<file path="src/verilog/timer_b_pkg.sv">
// constants for the 16-bit timer/counter: register map, control fields, counts
// assumes a 32-bit classic Wishbone slave with byte addresses on adr_i
package timer_b_pkg;

  // register byte addresses, one aligned word each
  localparam logic [7:0] ADDR_COUNT_LOW  = 8'h00;
  localparam logic [7:0] ADDR_COUNT_HIGH = 8'h04;
  localparam logic [7:0] ADDR_CONTROL    = 8'h08;
  localparam logic [7:0] ADDR_FLAG       = 8'h0C;
  localparam logic [7:0] ADDR_IRQ_EN     = 8'h10;
  localparam logic [7:0] ADDR_CMP_MODE   = 8'h14;
  localparam logic [7:0] ADDR_CMP_VALUE  = 8'h18;

  // timer_b_control field positions
  localparam int CTRL_WIDE   = 7;
  localparam int CTRL_UNUSED = 6;
  localparam int CTRL_PS_HI  = 5;
  localparam int CTRL_PS_LO  = 4;
  localparam int CTRL_OSC    = 3;
  localparam int CTRL_BYPASS = 2;
  localparam int CTRL_SRC    = 1;
  localparam int CTRL_RUN    = 0;

  localparam logic [7:0] CTRL_RESET = 8'h00;
  localparam logic [7:0] CTRL_WMASK = 8'hBF;

  // flag and enable bit positions
  localparam int FLAG_OVF  = 0;
  localparam int IRQEN_OVF = 0;

  // compare unit
  localparam logic [3:0] CMP_TRIGGER_MODE = 4'hB;
  localparam logic [3:0] CMP_MODE_RESET   = 4'h0;
  localparam logic [15:0] CMP_VALUE_RESET = 16'h0000;

  // counts
  localparam logic [1:0]  INSTR_CYCLE_LAST = 2'h3;
  localparam logic [15:0] COUNT_MAX        = 16'hFFFF;
  localparam logic [15:0] COUNT_ZERO       = 16'h0000;

  // prescaler masks for 1:1, 1:2, 1:4, 1:8
  localparam logic [2:0] PS_MASK_1 = 3'h0;
  localparam logic [2:0] PS_MASK_2 = 3'h1;
  localparam logic [2:0] PS_MASK_4 = 3'h3;
  localparam logic [2:0] PS_MASK_8 = 3'h7;

endpackage

</file>
<file path="src/verilog/ext_edge_if.sv">
// carrier between the timer core and its external edge detector
// assumes both ends sit on the same device clock
`timescale 1ns/1ps
interface ext_edge_if;
  logic pin;
  logic bypass;
  logic rise;

  modport detector (
    input  pin,
    input  bypass,
    output rise
  );
  modport user (
    output pin,
    output bypass,
    input  rise
  );
endinterface

</file>
<file path="src/verilog/timer_b.sv">
// 16-bit timer/counter with prescaler, low-frequency oscillator control and
// compare-driven period reset, reached as a classic Wishbone slave
// assumes pins are synchronous to clk_i; one device clock of 100 MHz
`timescale 1ns/1ps

// Function
// - 16-bit count in low and high bytes
// - control bit 7 selects 16-bit access
// - prescaler 1:1 to 1:8 from bits 5:4
// - bit 3 enables low-frequency oscillator
// - sync bypass bit for external source only
// - source: instruction cycle or external rising edge
// - counts only while run bit set
// - control bit 6 always reads zero
// - oscillator enabled forces pins to inputs
// - oscillator keeps running during sleep
// - wrap FFFFh to 0000h sets overflow flag
// - interrupt only when overflow enable set
// - trigger mode 1011 clears count, starts conversion
// - trigger reset never sets overflow flag
// - trigger reset skipped in asynchronous counter mode
// - count write beats same-cycle trigger reset
// - compare value acts as counter period
// - wide mode: low read latches high buffer
// - wide mode: low write loads high byte from buffer
// - low writes and non-wide high writes clear the prescaler
module timer_b (
  // clock and reset
  input  wire logic        clk_i,
  input  wire logic        rst_i,
  // wishbone slave
  input  wire logic        cyc_i,
  input  wire logic        stb_i,
  input  wire logic        we_i,
  input  wire logic [7:0]  adr_i,
  input  wire logic [3:0]  sel_i,
  input  wire logic [31:0] dat_i,
  output logic      [31:0] dat_o,
  output logic             ack_o,
  // count sources and sleep input
  input  wire logic        ext_count_clock_pin_i,
  input  wire logic        osc_in_pin_i,
  input  wire logic        sleep_i,
  // oscillator and pin direction
  input  wire logic [1:0]  port_c_direction_i,
  output logic      [1:0]  pin_dir_o,
  output logic             osc_enable_o,
  // analog converter and interrupt
  input  wire logic        adc_enable_i,
  output logic             adc_start_o,
  output logic             irq_o
);

  logic [7:0]  ctrl_reg;
  logic [15:0] count_reg;
  logic [7:0]  high_buf_reg;
  logic        flag_reg;
  logic        irq_en_reg;
  logic [3:0]  cmp_mode_reg;
  logic [15:0] cmp_value_reg;
  logic        ack_reg;
  logic [31:0] dat_reg;
  logic [1:0]  qdiv_reg;
  logic [2:0]  presc_reg;
  logic        adc_start_reg;
  logic        irq_reg;

  logic        req;
  logic        acc;
  logic        wr;
  logic        rd;
  logic        hit_low;
  logic        hit_high;
  logic        hit_ctrl;
  logic        hit_flag;
  logic        hit_irq_en;
  logic        hit_cmp_mode;
  logic        hit_cmp_value;
  logic        wr_low;
  logic        wr_high;
  logic        rd_low;
  logic        wr_count;
  logic        wide;
  logic        run;
  logic        src_ext;
  logic        bypass;
  logic        osc_en;
  logic        async_mode;
  logic        instr_tick;
  logic        src_tick;
  logic [2:0]  presc_mask;
  logic        presc_tick;
  logic        inc;
  logic        trig;
  logic        trig_reset;
  logic        ovf;
  logic [31:0] rdata;

  ext_edge_if edge_bus ();

  // bus decode; a request is acted on at the edge where ack is high
  assign req           = cyc_i & stb_i;
  assign acc           = req & ack_reg;
  assign wr            = acc & we_i & sel_i[0];
  assign rd            = acc & ~we_i;
  assign hit_low       = (adr_i == timer_b_pkg::ADDR_COUNT_LOW);
  assign hit_high      = (adr_i == timer_b_pkg::ADDR_COUNT_HIGH);
  assign hit_ctrl      = (adr_i == timer_b_pkg::ADDR_CONTROL);
  assign hit_flag      = (adr_i == timer_b_pkg::ADDR_FLAG);
  assign hit_irq_en    = (adr_i == timer_b_pkg::ADDR_IRQ_EN);
  assign hit_cmp_mode  = (adr_i == timer_b_pkg::ADDR_CMP_MODE);
  assign hit_cmp_value = (adr_i == timer_b_pkg::ADDR_CMP_VALUE);
  assign wr_low        = wr & hit_low;
  assign wr_high       = wr & hit_high;
  assign rd_low        = rd & hit_low;

  assign wide       = ctrl_reg[timer_b_pkg::CTRL_WIDE];
  assign run        = ctrl_reg[timer_b_pkg::CTRL_RUN];
  assign src_ext    = ctrl_reg[timer_b_pkg::CTRL_SRC];
  assign bypass     = ctrl_reg[timer_b_pkg::CTRL_BYPASS];
  assign osc_en     = ctrl_reg[timer_b_pkg::CTRL_OSC];
  assign async_mode = src_ext & bypass;

  // wide mode routes high writes to buffer
  assign wr_count = wr_low | (wr_high & ~wide);

  // external source is oscillator when enabled, else the pin
  assign edge_bus.pin    = osc_en ? osc_in_pin_i : ext_count_clock_pin_i;
  assign edge_bus.bypass = bypass;

  ext_edge_detect edge_unit (
    .clk_i    (clk_i),
    .rst_i    (rst_i),
    .edge_bus (edge_bus.detector)
  );

  // instruction clock halts in sleep; external edges keep counting
  assign instr_tick = (qdiv_reg == timer_b_pkg::INSTR_CYCLE_LAST) & ~sleep_i;

  // pick instruction cycle or external edge
  assign src_tick = src_ext ? edge_bus.rise : instr_tick;

  always_comb begin
    case (ctrl_reg[timer_b_pkg::CTRL_PS_HI:timer_b_pkg::CTRL_PS_LO])
      2'h0:    presc_mask = timer_b_pkg::PS_MASK_1;
      2'h1:    presc_mask = timer_b_pkg::PS_MASK_2;
      2'h2:    presc_mask = timer_b_pkg::PS_MASK_4;
      default: presc_mask = timer_b_pkg::PS_MASK_8;
    endcase
  end

  assign presc_tick = src_tick & ((presc_reg & presc_mask) == presc_mask);

  assign inc = run & presc_tick;

  // compare value is the period in trigger mode
  assign trig = (cmp_mode_reg == timer_b_pkg::CMP_TRIGGER_MODE) & (count_reg == cmp_value_reg);

  // no trigger reset on the unsynchronized path
  assign trig_reset = trig & ~async_mode;

  // a trigger or write at FFFFh is not an overflow
  assign ovf = inc & (count_reg == timer_b_pkg::COUNT_MAX) & ~trig_reset & ~wr_count;

  // instruction cycle divider, free running
  always_ff @(posedge clk_i) begin
    if (rst_i) begin
      qdiv_reg <= 2'h0;
    end else begin
      qdiv_reg <= qdiv_reg + 2'h1;
    end
  end

  // low writes clear prescaler, wide high writes do not
  always_ff @(posedge clk_i) begin
    if (rst_i || wr_count) begin
      presc_reg <= 3'h0;
    end else if (run && src_tick) begin
      presc_reg <= presc_reg + 3'h1;
    end
  end

  // count register: write first, then trigger reset, then increment
  always_ff @(posedge clk_i) begin
    if (rst_i) begin
      count_reg <= timer_b_pkg::COUNT_ZERO;
    end else if (wr_low) begin
      // wide write loads high byte from buffer
      count_reg <= wide ? {high_buf_reg, dat_i[7:0]} : {count_reg[15:8], dat_i[7:0]};
    end else if (wr_high && !wide) begin
      count_reg <= {dat_i[7:0], count_reg[7:0]};
    end else if (trig_reset) begin
      // trigger only when no count write this cycle
      count_reg <= timer_b_pkg::COUNT_ZERO;
    end else if (inc) begin
      count_reg <= count_reg + 16'h0001;
    end
  end

  // high byte buffer, shared by reads and writes in wide mode
  always_ff @(posedge clk_i) begin
    if (rst_i) begin
      high_buf_reg <= 8'h00;
    end else if (wr_high && wide) begin
      high_buf_reg <= dat_i[7:0];
    end else if (rd_low && wide) begin
      // latch live high byte on low read
      high_buf_reg <= count_reg[15:8];
    end
  end

  always_ff @(posedge clk_i) begin
    if (rst_i) begin
      ctrl_reg <= timer_b_pkg::CTRL_RESET;
    end else if (wr && hit_ctrl) begin
      ctrl_reg <= dat_i[7:0] & timer_b_pkg::CTRL_WMASK;
    end
  end

  // overflow flag; hardware set beats software clear
  always_ff @(posedge clk_i) begin
    if (rst_i) begin
      flag_reg <= 1'b0;
    end else if (ovf) begin
      flag_reg <= 1'b1;
    end else if (wr && hit_flag) begin
      flag_reg <= dat_i[timer_b_pkg::FLAG_OVF];
    end
  end

  always_ff @(posedge clk_i) begin
    if (rst_i) begin
      irq_en_reg    <= 1'b0;
      cmp_mode_reg  <= timer_b_pkg::CMP_MODE_RESET;
      cmp_value_reg <= timer_b_pkg::CMP_VALUE_RESET;
    end else if (wr) begin
      if (hit_irq_en) begin
        irq_en_reg <= dat_i[timer_b_pkg::IRQEN_OVF];
      end
      if (hit_cmp_mode) begin
        cmp_mode_reg <= dat_i[3:0];
      end
      if (hit_cmp_value) begin
        cmp_value_reg <= dat_i[15:0];
      end
    end
  end

  always_ff @(posedge clk_i) begin
    if (rst_i) begin
      irq_reg <= 1'b0;
    end else begin
      irq_reg <= (flag_reg | ovf) & irq_en_reg;
    end
  end

  always_ff @(posedge clk_i) begin
    if (rst_i) begin
      adc_start_reg <= 1'b0;
    end else begin
      adc_start_reg <= trig_reset & adc_enable_i;
    end
  end

  // read mux; unmapped addresses read zero
  always_comb begin
    rdata = 32'h0000_0000;
    if (hit_low) begin
      rdata[7:0] = count_reg[7:0];
    end else if (hit_high) begin
      rdata[7:0] = wide ? high_buf_reg : count_reg[15:8];
    end else if (hit_ctrl) begin
      rdata[7:0] = ctrl_reg & timer_b_pkg::CTRL_WMASK;
    end else if (hit_flag) begin
      rdata[timer_b_pkg::FLAG_OVF] = flag_reg;
    end else if (hit_irq_en) begin
      rdata[timer_b_pkg::IRQEN_OVF] = irq_en_reg;
    end else if (hit_cmp_mode) begin
      rdata[3:0] = cmp_mode_reg;
    end else if (hit_cmp_value) begin
      rdata[15:0] = cmp_value_reg;
    end
  end

  // one-cycle wait: data captured as the request arrives, ack next cycle
  always_ff @(posedge clk_i) begin
    if (rst_i) begin
      ack_reg <= 1'b0;
      dat_reg <= 32'h0000_0000;
    end else begin
      ack_reg <= req & ~ack_reg;
      if (req && !ack_reg) begin
        dat_reg <= rdata;
      end
    end
  end

  assign dat_o        = dat_reg;
  assign ack_o        = ack_reg;
  assign irq_o        = irq_reg;
  assign adc_start_o  = adc_start_reg;
  assign osc_enable_o = osc_en;
  // pins forced to inputs under the oscillator
  assign pin_dir_o    = osc_en ? 2'h3 : port_c_direction_i;
endmodule

</file>
<file path="src/verilog/ext_edge_detect.sv">
// rising-edge detector for the external count source
// assumes the pin level is sampled on clk_i; bypass picks the short path
`timescale 1ns/1ps
module ext_edge_detect (
  // clock and reset
  input  wire logic clk_i,
  input  wire logic rst_i,
  // edge carrier
  ext_edge_if.detector edge_bus
);

  logic sync1_reg;
  logic sync2_reg;
  logic sync3_reg;
  logic fast1_reg;
  logic fast2_reg;

  always_ff @(posedge clk_i) begin
    if (rst_i) begin
      sync1_reg <= 1'b0;
      sync2_reg <= 1'b0;
      sync3_reg <= 1'b0;
    end else begin
      sync1_reg <= edge_bus.pin;
      sync2_reg <= sync1_reg;
      sync3_reg <= sync2_reg;
    end
  end

  // single sample, one cycle less latency, no metastability margin
  always_ff @(posedge clk_i) begin
    if (rst_i) begin
      fast1_reg <= 1'b0;
      fast2_reg <= 1'b0;
    end else begin
      fast1_reg <= edge_bus.pin;
      fast2_reg <= fast1_reg;
    end
  end

  assign edge_bus.rise = edge_bus.bypass ? (fast1_reg & ~fast2_reg) : (sync2_reg & ~sync3_reg);

endmodule

</file>
<file path="config.mk">
export PLATFORM = sky130hd
export DESIGN_NAME = timer_b
export DESIGN_NICKNAME = d
export VERILOG_FILES = /design/src/verilog/timer_b_pkg.sv /design/src/verilog/ext_edge_if.sv /design/src/verilog/timer_b.sv /design/src/verilog/ext_edge_detect.sv
export SDC_FILE = /design/constraint.sdc
export NUM_CORES = 1
export LEC_CHECK = 0
export BUFFER_PORTS_ARGS = -buffer_cell sky130_fd_sc_hd__buf_4
export CAP_MARGIN = 40
export CORE_MARGIN = 2
export CORE_UTILIZATION = 45
export CTS_CLUSTER_DIAMETER = 150
export DETAILED_ROUTE_END_ITERATION = 10
export PLACE_DENSITY = 0.7
export SYNTH_ARGS = -nofsm -noshare
export SYNTH_HDL_FRONTEND = slang
export SYNTH_SLANG_ARGS = --single-unit
export TNS_END_PERCENT = 20
</file>
<file path="constraint.sdc">
create_clock -name clk_i -period 2.9 [get_ports clk_i]
set_clock_uncertainty 0.1 [all_clocks]
set_input_delay 0.58 -clock clk_i [delete_from_list [all_inputs] [get_ports clk_i]]
set_output_delay 0.58 -clock clk_i [all_outputs]
set_load 0.01 [all_outputs]
</file>
==> key figures, run 1 <==
Logic synthesis
  – Most frequent cell after synthesis: dfxtp_1
  – Leading cell types by count after synthesis: dfxtp_1, nand2_1, nor2_1
  – Syn_area_per_cell: about 7.8 sq um
  – Synth top area cells: dfxtp_1, nand2_1, nor2_1, a21oi_1, mux2i_1
  – Asr flop ratio synth: 0
  – Syn Std Cell Area: between 4000 and 5000 sq um
  – Yosys reg bits: 80
  – Synth top area share: 0.358
  – Post-synth EDFFs: 0
  – Post-synth top flop: dfxtp_1
  – Post-synthesis sequential area ratio: 0.358
  – Yosys cell types: 59
  – Synth Warn #: 0
  – Cell count after synthesis: approximately 570
  – Yosys top cell by area: dfxtp_1

Placement
  – Final HPWL DP: about 11 mm
  – Worst slack, placed: -0.239 ns
  – GP Congestion: approximately 0.93
  – Placed cells: 764
  – # port buffers: 57

Die
  – Core region area: around 10000 sq um
  – Die W: slightly above 100 microns
  – Die Area: 10800 sq um
  – Std cell rows: 36
  – Die H: about 100 microns
  – Initial Util: 0.460
  – Ports: 93

Detailed routing
  – Post-route ant nets: 0
  – DR vias/cell: around 5.9
  – Pre-Repair DR Iteration Count: 8
  – Drt drc: 2
  – Routed wire per std cell: ~19 microns
  – Total vias in the final route: roughly 4600
  – Initial DRC Count: 265
  – Routed wire length: 14.6 mm

Power
  – VDD IR max: between 0.2 and 0.3 mV
  – Cell Pwr Density: 399 nW/um^2
  – Leakage: 2.00 nW

Global routing
  – GRT Total Usage: 0.270
  – First-pass GRT wire length: 23.1 mm
  – Vias in the first global route: ~4200
  – Grt ovf: 0
  – Pin count of the biggest net entering global routing: 49
  – Initial antenna violation count: 0

STA
  – Fin crit share: 0.965
  – Final WS setup: between 0.1 and 0.15 ns
  – Fmax: ~360 MHz
  – Worst slew pin tran: 0.629 ns
  – Fin Setup TNS: 0 ns
  – Max-slew violations: 0
  – WHS: 0.328 ns
  – Final setup vio count: 0
  – Final critical path time including I/O delays and setup: roughly 2.8 ns
  – RSZ-0062 raised after global routing: no
  – Hold Vio Cnt, Final: 0
  – Rel. slew slack: 0.577

Status
  – Failing checks: design-rule violations
  – Outcome: finished with violations

Clock network
  – CTS Buf Count: 9
  – Setup bufs post-CTS: 0
  – CTS tree: done
  – Clk pin slew, worst setup/hold paths: 0.10 ns
  – # hold bufs at CTS: 0
  – Deepest clock path buffer count: 2
  – Clk_lat worst skew: between 0.3 and 0.4 ns
  – CTS H-Tree Depth: 3
  – Num Clock Sinks: 80
  – Resize count post-CTS: 0
  – CTS root buf: clkbuf_8

Cells and area
  – Nets: 700
  – Fraction of layout cells with a size suffix above 1: 0.196
  – Diodes inserted: 0
  – Area Overhead vs Synth: 20.6%
  – Final Non-Filler Cells: between 700 and 800
  – Fin util: 0.554

Worst setup path
  – Startpoint Class: primary input
  – Largest fanout on the critical path: 3
  – Required @ worst endpoint: 3.08 ns
  – Slowest stage delay, CP: between 0.5 and 0.6 ns
  – Worst EP arrival: 2.98 ns
  – WS Path Type: in2reg
  – Cell mode on critical path: buf_4
  – Slowest library cell on the worst path: nor4_1
  – Worst-case reg-to-reg path depth: 7
  – Critical path endpoint category: flip-flop
  – Critical Path, Cell by Cell: buf_4 > or4_4 > buf_4 > or2_2 > nor4_1 > buf_4 > nand2_1 > a2bb2oi_1 > a211oi_1

Job
  – Max cap viols: 0

Min path
  – WHS Path Cells: 1
  – Hold/Removal Path Class: reg2reg
-- area by class of cell --
cell class | instances | area (sq um)
clock buffers | 9 | 124
clock inverters | 7 | 76.3
fillers | 936 | 4340
inverters | 10 | 37.5
multi-input cells | 441 | 2610
flip-flops and latches | 80 | 1600
well taps | 133 | 166
repair buffers | 100 | 776
-- where the power goes --
part | switching, mW | internal (mW)
Clock | 0.461 | 0.406
Combinational | 0.104 | 0.0700
Sequential | 0.00510 | 1.11
-- cells in the final DEF (no fill, tap or decap), types with 16 or more instances in the layout --
cell / instances
nand2_1: 77
nor2_1: 62
conb_1: 16
a21oi_1: 40
a22oi_1: 22
buf_4: 98
dfxtp_1: 80
nor3_1: 16
nand3_1: 19
mux2i_1: 19
a211oi_1: 16
xnor2_1: 18
-- routing by layer --
layer | up-vias | global-route usage | part of all wire
met3 | 28 | 0.0365 | 0.068
met1 | 2177 | 0.366 | 0.43
li1 | 2169 | - | -
met4 | 0 | 0.103 | 0.030
met5 | - | 0 | 0
met2 | 194 | 0.439 | 0.47
-- final timing paths --
kind / from / endpoint / slack (ns)
max: adr_i[0] / count_reg[1]$_SDFFE_PP0P_ / 0.10
min: qdiv_reg[0]$_SDFF_PP0_ / qdiv_reg[0]$_SDFF_PP0_ / 0.33
max reg2reg: count_reg[1]$_SDFFE_PP0P_ / irq_o$_SDFF_PP0_ / 0.49
min reg2reg: qdiv_reg[0]$_SDFF_PP0_ / qdiv_reg[0]$_SDFF_PP0_ / 0.33
-- worst max-delay path: cells and delay by family --
| kind | cells | cell delay, ns |
|---|---|---|
| AOI/OAI and AO/OA | 2 | 0.38 |
| and+or+nand+nor | 4 | 1.51 |
| buffers and inverters | 3 | 0.51 |
-- logic make-up after synthesis --
kind of cell / synth area share
other cells: 0.000838
mux: 0.0501
fa+ha+maj: 0.00839
simple gates: 0.258
compound gates: 0.215
buf+inv: 0.0705
xor+xnor: 0.0392
flops: 0.358
-- metrics by stage --
step                total power, mW  cell area (sq um)
finish                         2.15               5390
detailed placement             1.31               5190
CTS                            2.16               5390
floorplan                      1.24               4530
global route                   2.22               5390
global placement               1.31               5190
No activity file was read; power rests on OpenSTA's default activity.
==> run 2: changes to the inputs <==
Settings changed: CTS_BUF_LIST set to sky130_fd_sc_hd__clkbuf_2, SLEW_MARGIN set to 30.
==> key figures, run 2 (synthesis results as in run 1) <==
Cells and area
  – Fraction of layout cells with a size suffix above 1: 0.196 (unchanged)
  – Filler cells: 982 (was 936)
  – Most common cell after layout, fill and taps aside: buf_4 (unchanged)
  – Area Overhead vs Synth: 19.5% (was 20.6%)
  – Nets: 700 (unchanged)
  – Final Non-Filler Cells: 780 (unchanged)
  – Diodes inserted: 0 (unchanged)
  – Most frequent cells in the layout: buf_4, dfxtp_1, nand2_1 (unchanged)

STA
  – Hold Vio Cnt, Final: 0 (unchanged)
  – RSZ-0062 raised after global routing: no (unchanged)
  – Final setup vio count: 0 (unchanged)
  – WHS: 0.0898 ns (was 0.328 ns)
  – Final critical path time including I/O delays and setup: 2.49 ns (was 2.80 ns)
  – Fmax: 401 MHz (was 357 MHz)
  – Fin Setup TNS: 0 ns (unchanged)
  – Worst slew pin tran: 0.573 ns (was 0.629 ns)
  – Max-slew violations: 0 (unchanged)
  – Rel. slew slack: 0.615 (was 0.577)
  – Fin crit share: 0.859 (was 0.965)

Clock network
  – CTS tree: done (unchanged)
  – CTS Buf Count: 9 (unchanged)
  – Clk pin slew, worst setup/hold paths: 0.27 ns (was 0.10 ns)
  – Clk_lat worst skew: 0.60 ns (was 0.36 ns)
  – # hold bufs at CTS: 0 (unchanged)
  – CTS root buf: clkbuf_2 (was clkbuf_8)
  – Setup bufs post-CTS: 0 (unchanged)
  – CTS H-Tree Depth: 3 (unchanged)
  – Num Clock Sinks: 80 (unchanged)
  – Resize count post-CTS: 0 (unchanged)
  – Deepest clock path buffer count: 2 (unchanged)

Detailed routing
  – Routed wire per std cell: 18.6 microns (was 18.7 microns)
  – DR vias/cell: 5.87 (was 5.86)
  – Routed wire length: 14.5 mm (was 14.6 mm)
  – Total vias in the final route: 4580 (was 4568)
  – Drt drc: 0 (was 2)
  – Initial DRC Count: 369 (was 265)
  – Pre-Repair DR Iteration Count: 6 (was 8)
  – Post-route ant nets: 0 (unchanged)

Worst setup path
  – Startpoint Class: primary input (unchanged)
  – Slowest stage delay, CP: 0.54 ns (was 0.58 ns)
  – Crit path from: adr_i[0] (unchanged)
  – R2R Path Start: count_reg[1]$_SDFFE_PP0P_ (unchanged)
  – WP buf/inv: 3 (unchanged)
  – Slowest library cell on the worst path: or4_4 (was nor4_1)
  – CP delay by family, top: simple AND/OR/NAND/NOR gates (unchanged)
  – Largest fanout on the critical path: 3 (unchanged)
  – Worst EP arrival: 2.92 ns (was 2.98 ns)
  – Critical Path, Cell by Cell: buf_4 > or4_4 > buf_4 > or2_2 > nor4_1 > buf_4 > nand2_1 > a2bb2oi_1 > a211oi_1 (unchanged)
  – Worst path depth: 9 (unchanged)
  – Critical path endpoint category: flip-flop (unchanged)
  – Required @ worst endpoint: 3.33 ns (was 3.08 ns)
  – Worst-case reg-to-reg path depth: 7 (unchanged)
  – Cell mode on critical path: buf_4 (unchanged)
  – WS Path Type: in2reg (unchanged)

Min path
  – WHS Path Cells: 3 (was 1)
  – Hold/Removal Path Class: in2reg (was reg2reg)
  – Hold Crit Start: dat_i[15] (was qdiv_reg[0]$_SDFF_PP0_)

Global routing
  – Pin count of the biggest net entering global routing: 49 (unchanged)
  – Vias in the first global route: 4235 (was 4239)
  – Grt ovf: 0 (unchanged)
  – GRT Total Usage: 0.267 (was 0.270)
  – First-pass GRT wire length: 22.7 mm (was 23.1 mm)
  – Initial antenna violation count: 0 (unchanged)

Die
  – Core region area: 9730 sq um (unchanged)
  – Die Area: 10800 sq um (unchanged)
  – Ports: 93 (unchanged)
  – Die W: 104 microns (unchanged)
  – Die H: 104 microns (unchanged)
  – Std cell rows: 36 (unchanged)
  – Initial Util: 0.460 (unchanged)

Placement
  – Placed cells: 764 (unchanged)
  – # port buffers: 57 (unchanged)
  – Final HPWL DP: 10.9 mm (about the same)
  – GP Congestion: 0.926 (unchanged)

Power
  – Cell Pwr Density: 386 nW/um^2 (was 399 nW/um^2)
  – VDD IR max: 0.235 mV (was 0.291 mV)
  – Leakage: 1.99 nW (was 2.00 nW)

Status
  – Outcome: finished, final reports clean (was finished with violations)

Job
  – Max cap viols: 0 (unchanged)
[run 2: changes by cell type in the layout (fill, tap and decap cells not counted)]
cell        before  now
buf_2            0    1
buf_4           98   97
bufinv_16        1    2
clkbuf_2         0    9
clkbuf_8         9    0
clkinv_2         1    0
clkinv_4         0    1
clkinvlp_4       2    0
inv_6            3    2
inv_8            0    2
[run 2: area by class of cell]
class | count | area (sq um) | area share
flip-flops and latches | 80 | 1600 | 0.300
well taps | 133 | 166 | 0.0311
inverters | 10 | 37.5 | 0.00702
repair buffers | 100 | 773 | 0.145
clock inverters | 7 | 109 | 0.0204
clock buffers | 9 | 45.0 | 0.00843
multi-input cells | 441 | 2610 | 0.489
[run 2: metrics by stage]
step / util / setup WS, ns / area (sq um) / total power, mW
after floorplan: - / 0.0870 / 4530 / 1.24
after global placement: 0.533 / -0.187 / 5190 / 1.31
final: 0.549 / 0.408 / 5350 / 2.06
after CTS: 0.549 / 0.411 / 5350 / 2.06
after global routing: 0.549 / 0.323 / 5350 / 2.12
after detailed placement: 0.534 / -0.219 / 5190 / 1.31
[run 2: final timing paths]
path | slack (ns) | end
max | 0.41 | count_reg[1]$_SDFFE_PP0P_
max reg2reg | 0.43 | irq_o$_SDFF_PP0_
min | 0.09 | cmp_value_reg[15]$_SDFFE_PP0P_
min reg2reg | 0.34 | qdiv_reg[0]$_SDFF_PP0_
[run 2: worst reg2reg max path: cells and delay by family (launching register included)]
| kind | cells | cell delay, ns |
|---|---|---|
| AOI/OAI and AO/OA | 1 | 0.18 |
| and+or+nand+nor | 5 | 1.35 |
| adders and majority gates | 1 | 0.26 |
| DFF | 1 | 0.55 |
[run 2: metal layers]
metal  routed length [microns]  GRT usage  vias up
met5                         0          0        -
met4                       487      0.105        0
met3                      1100     0.0529       37
met2                      6800      0.429      205
met1                      6130      0.355     2167
li1                          -          -     2171
[run 2: report_power, final]
group / switching [mW] / total, mW / internal [mW]
registers: 0.00496 / 1.12 / 1.11
clock network: 0.465 / 0.771 / 0.306
logic: 0.103 / 0.173 / 0.0700
total: 0.573 / 2.06 / 1.49
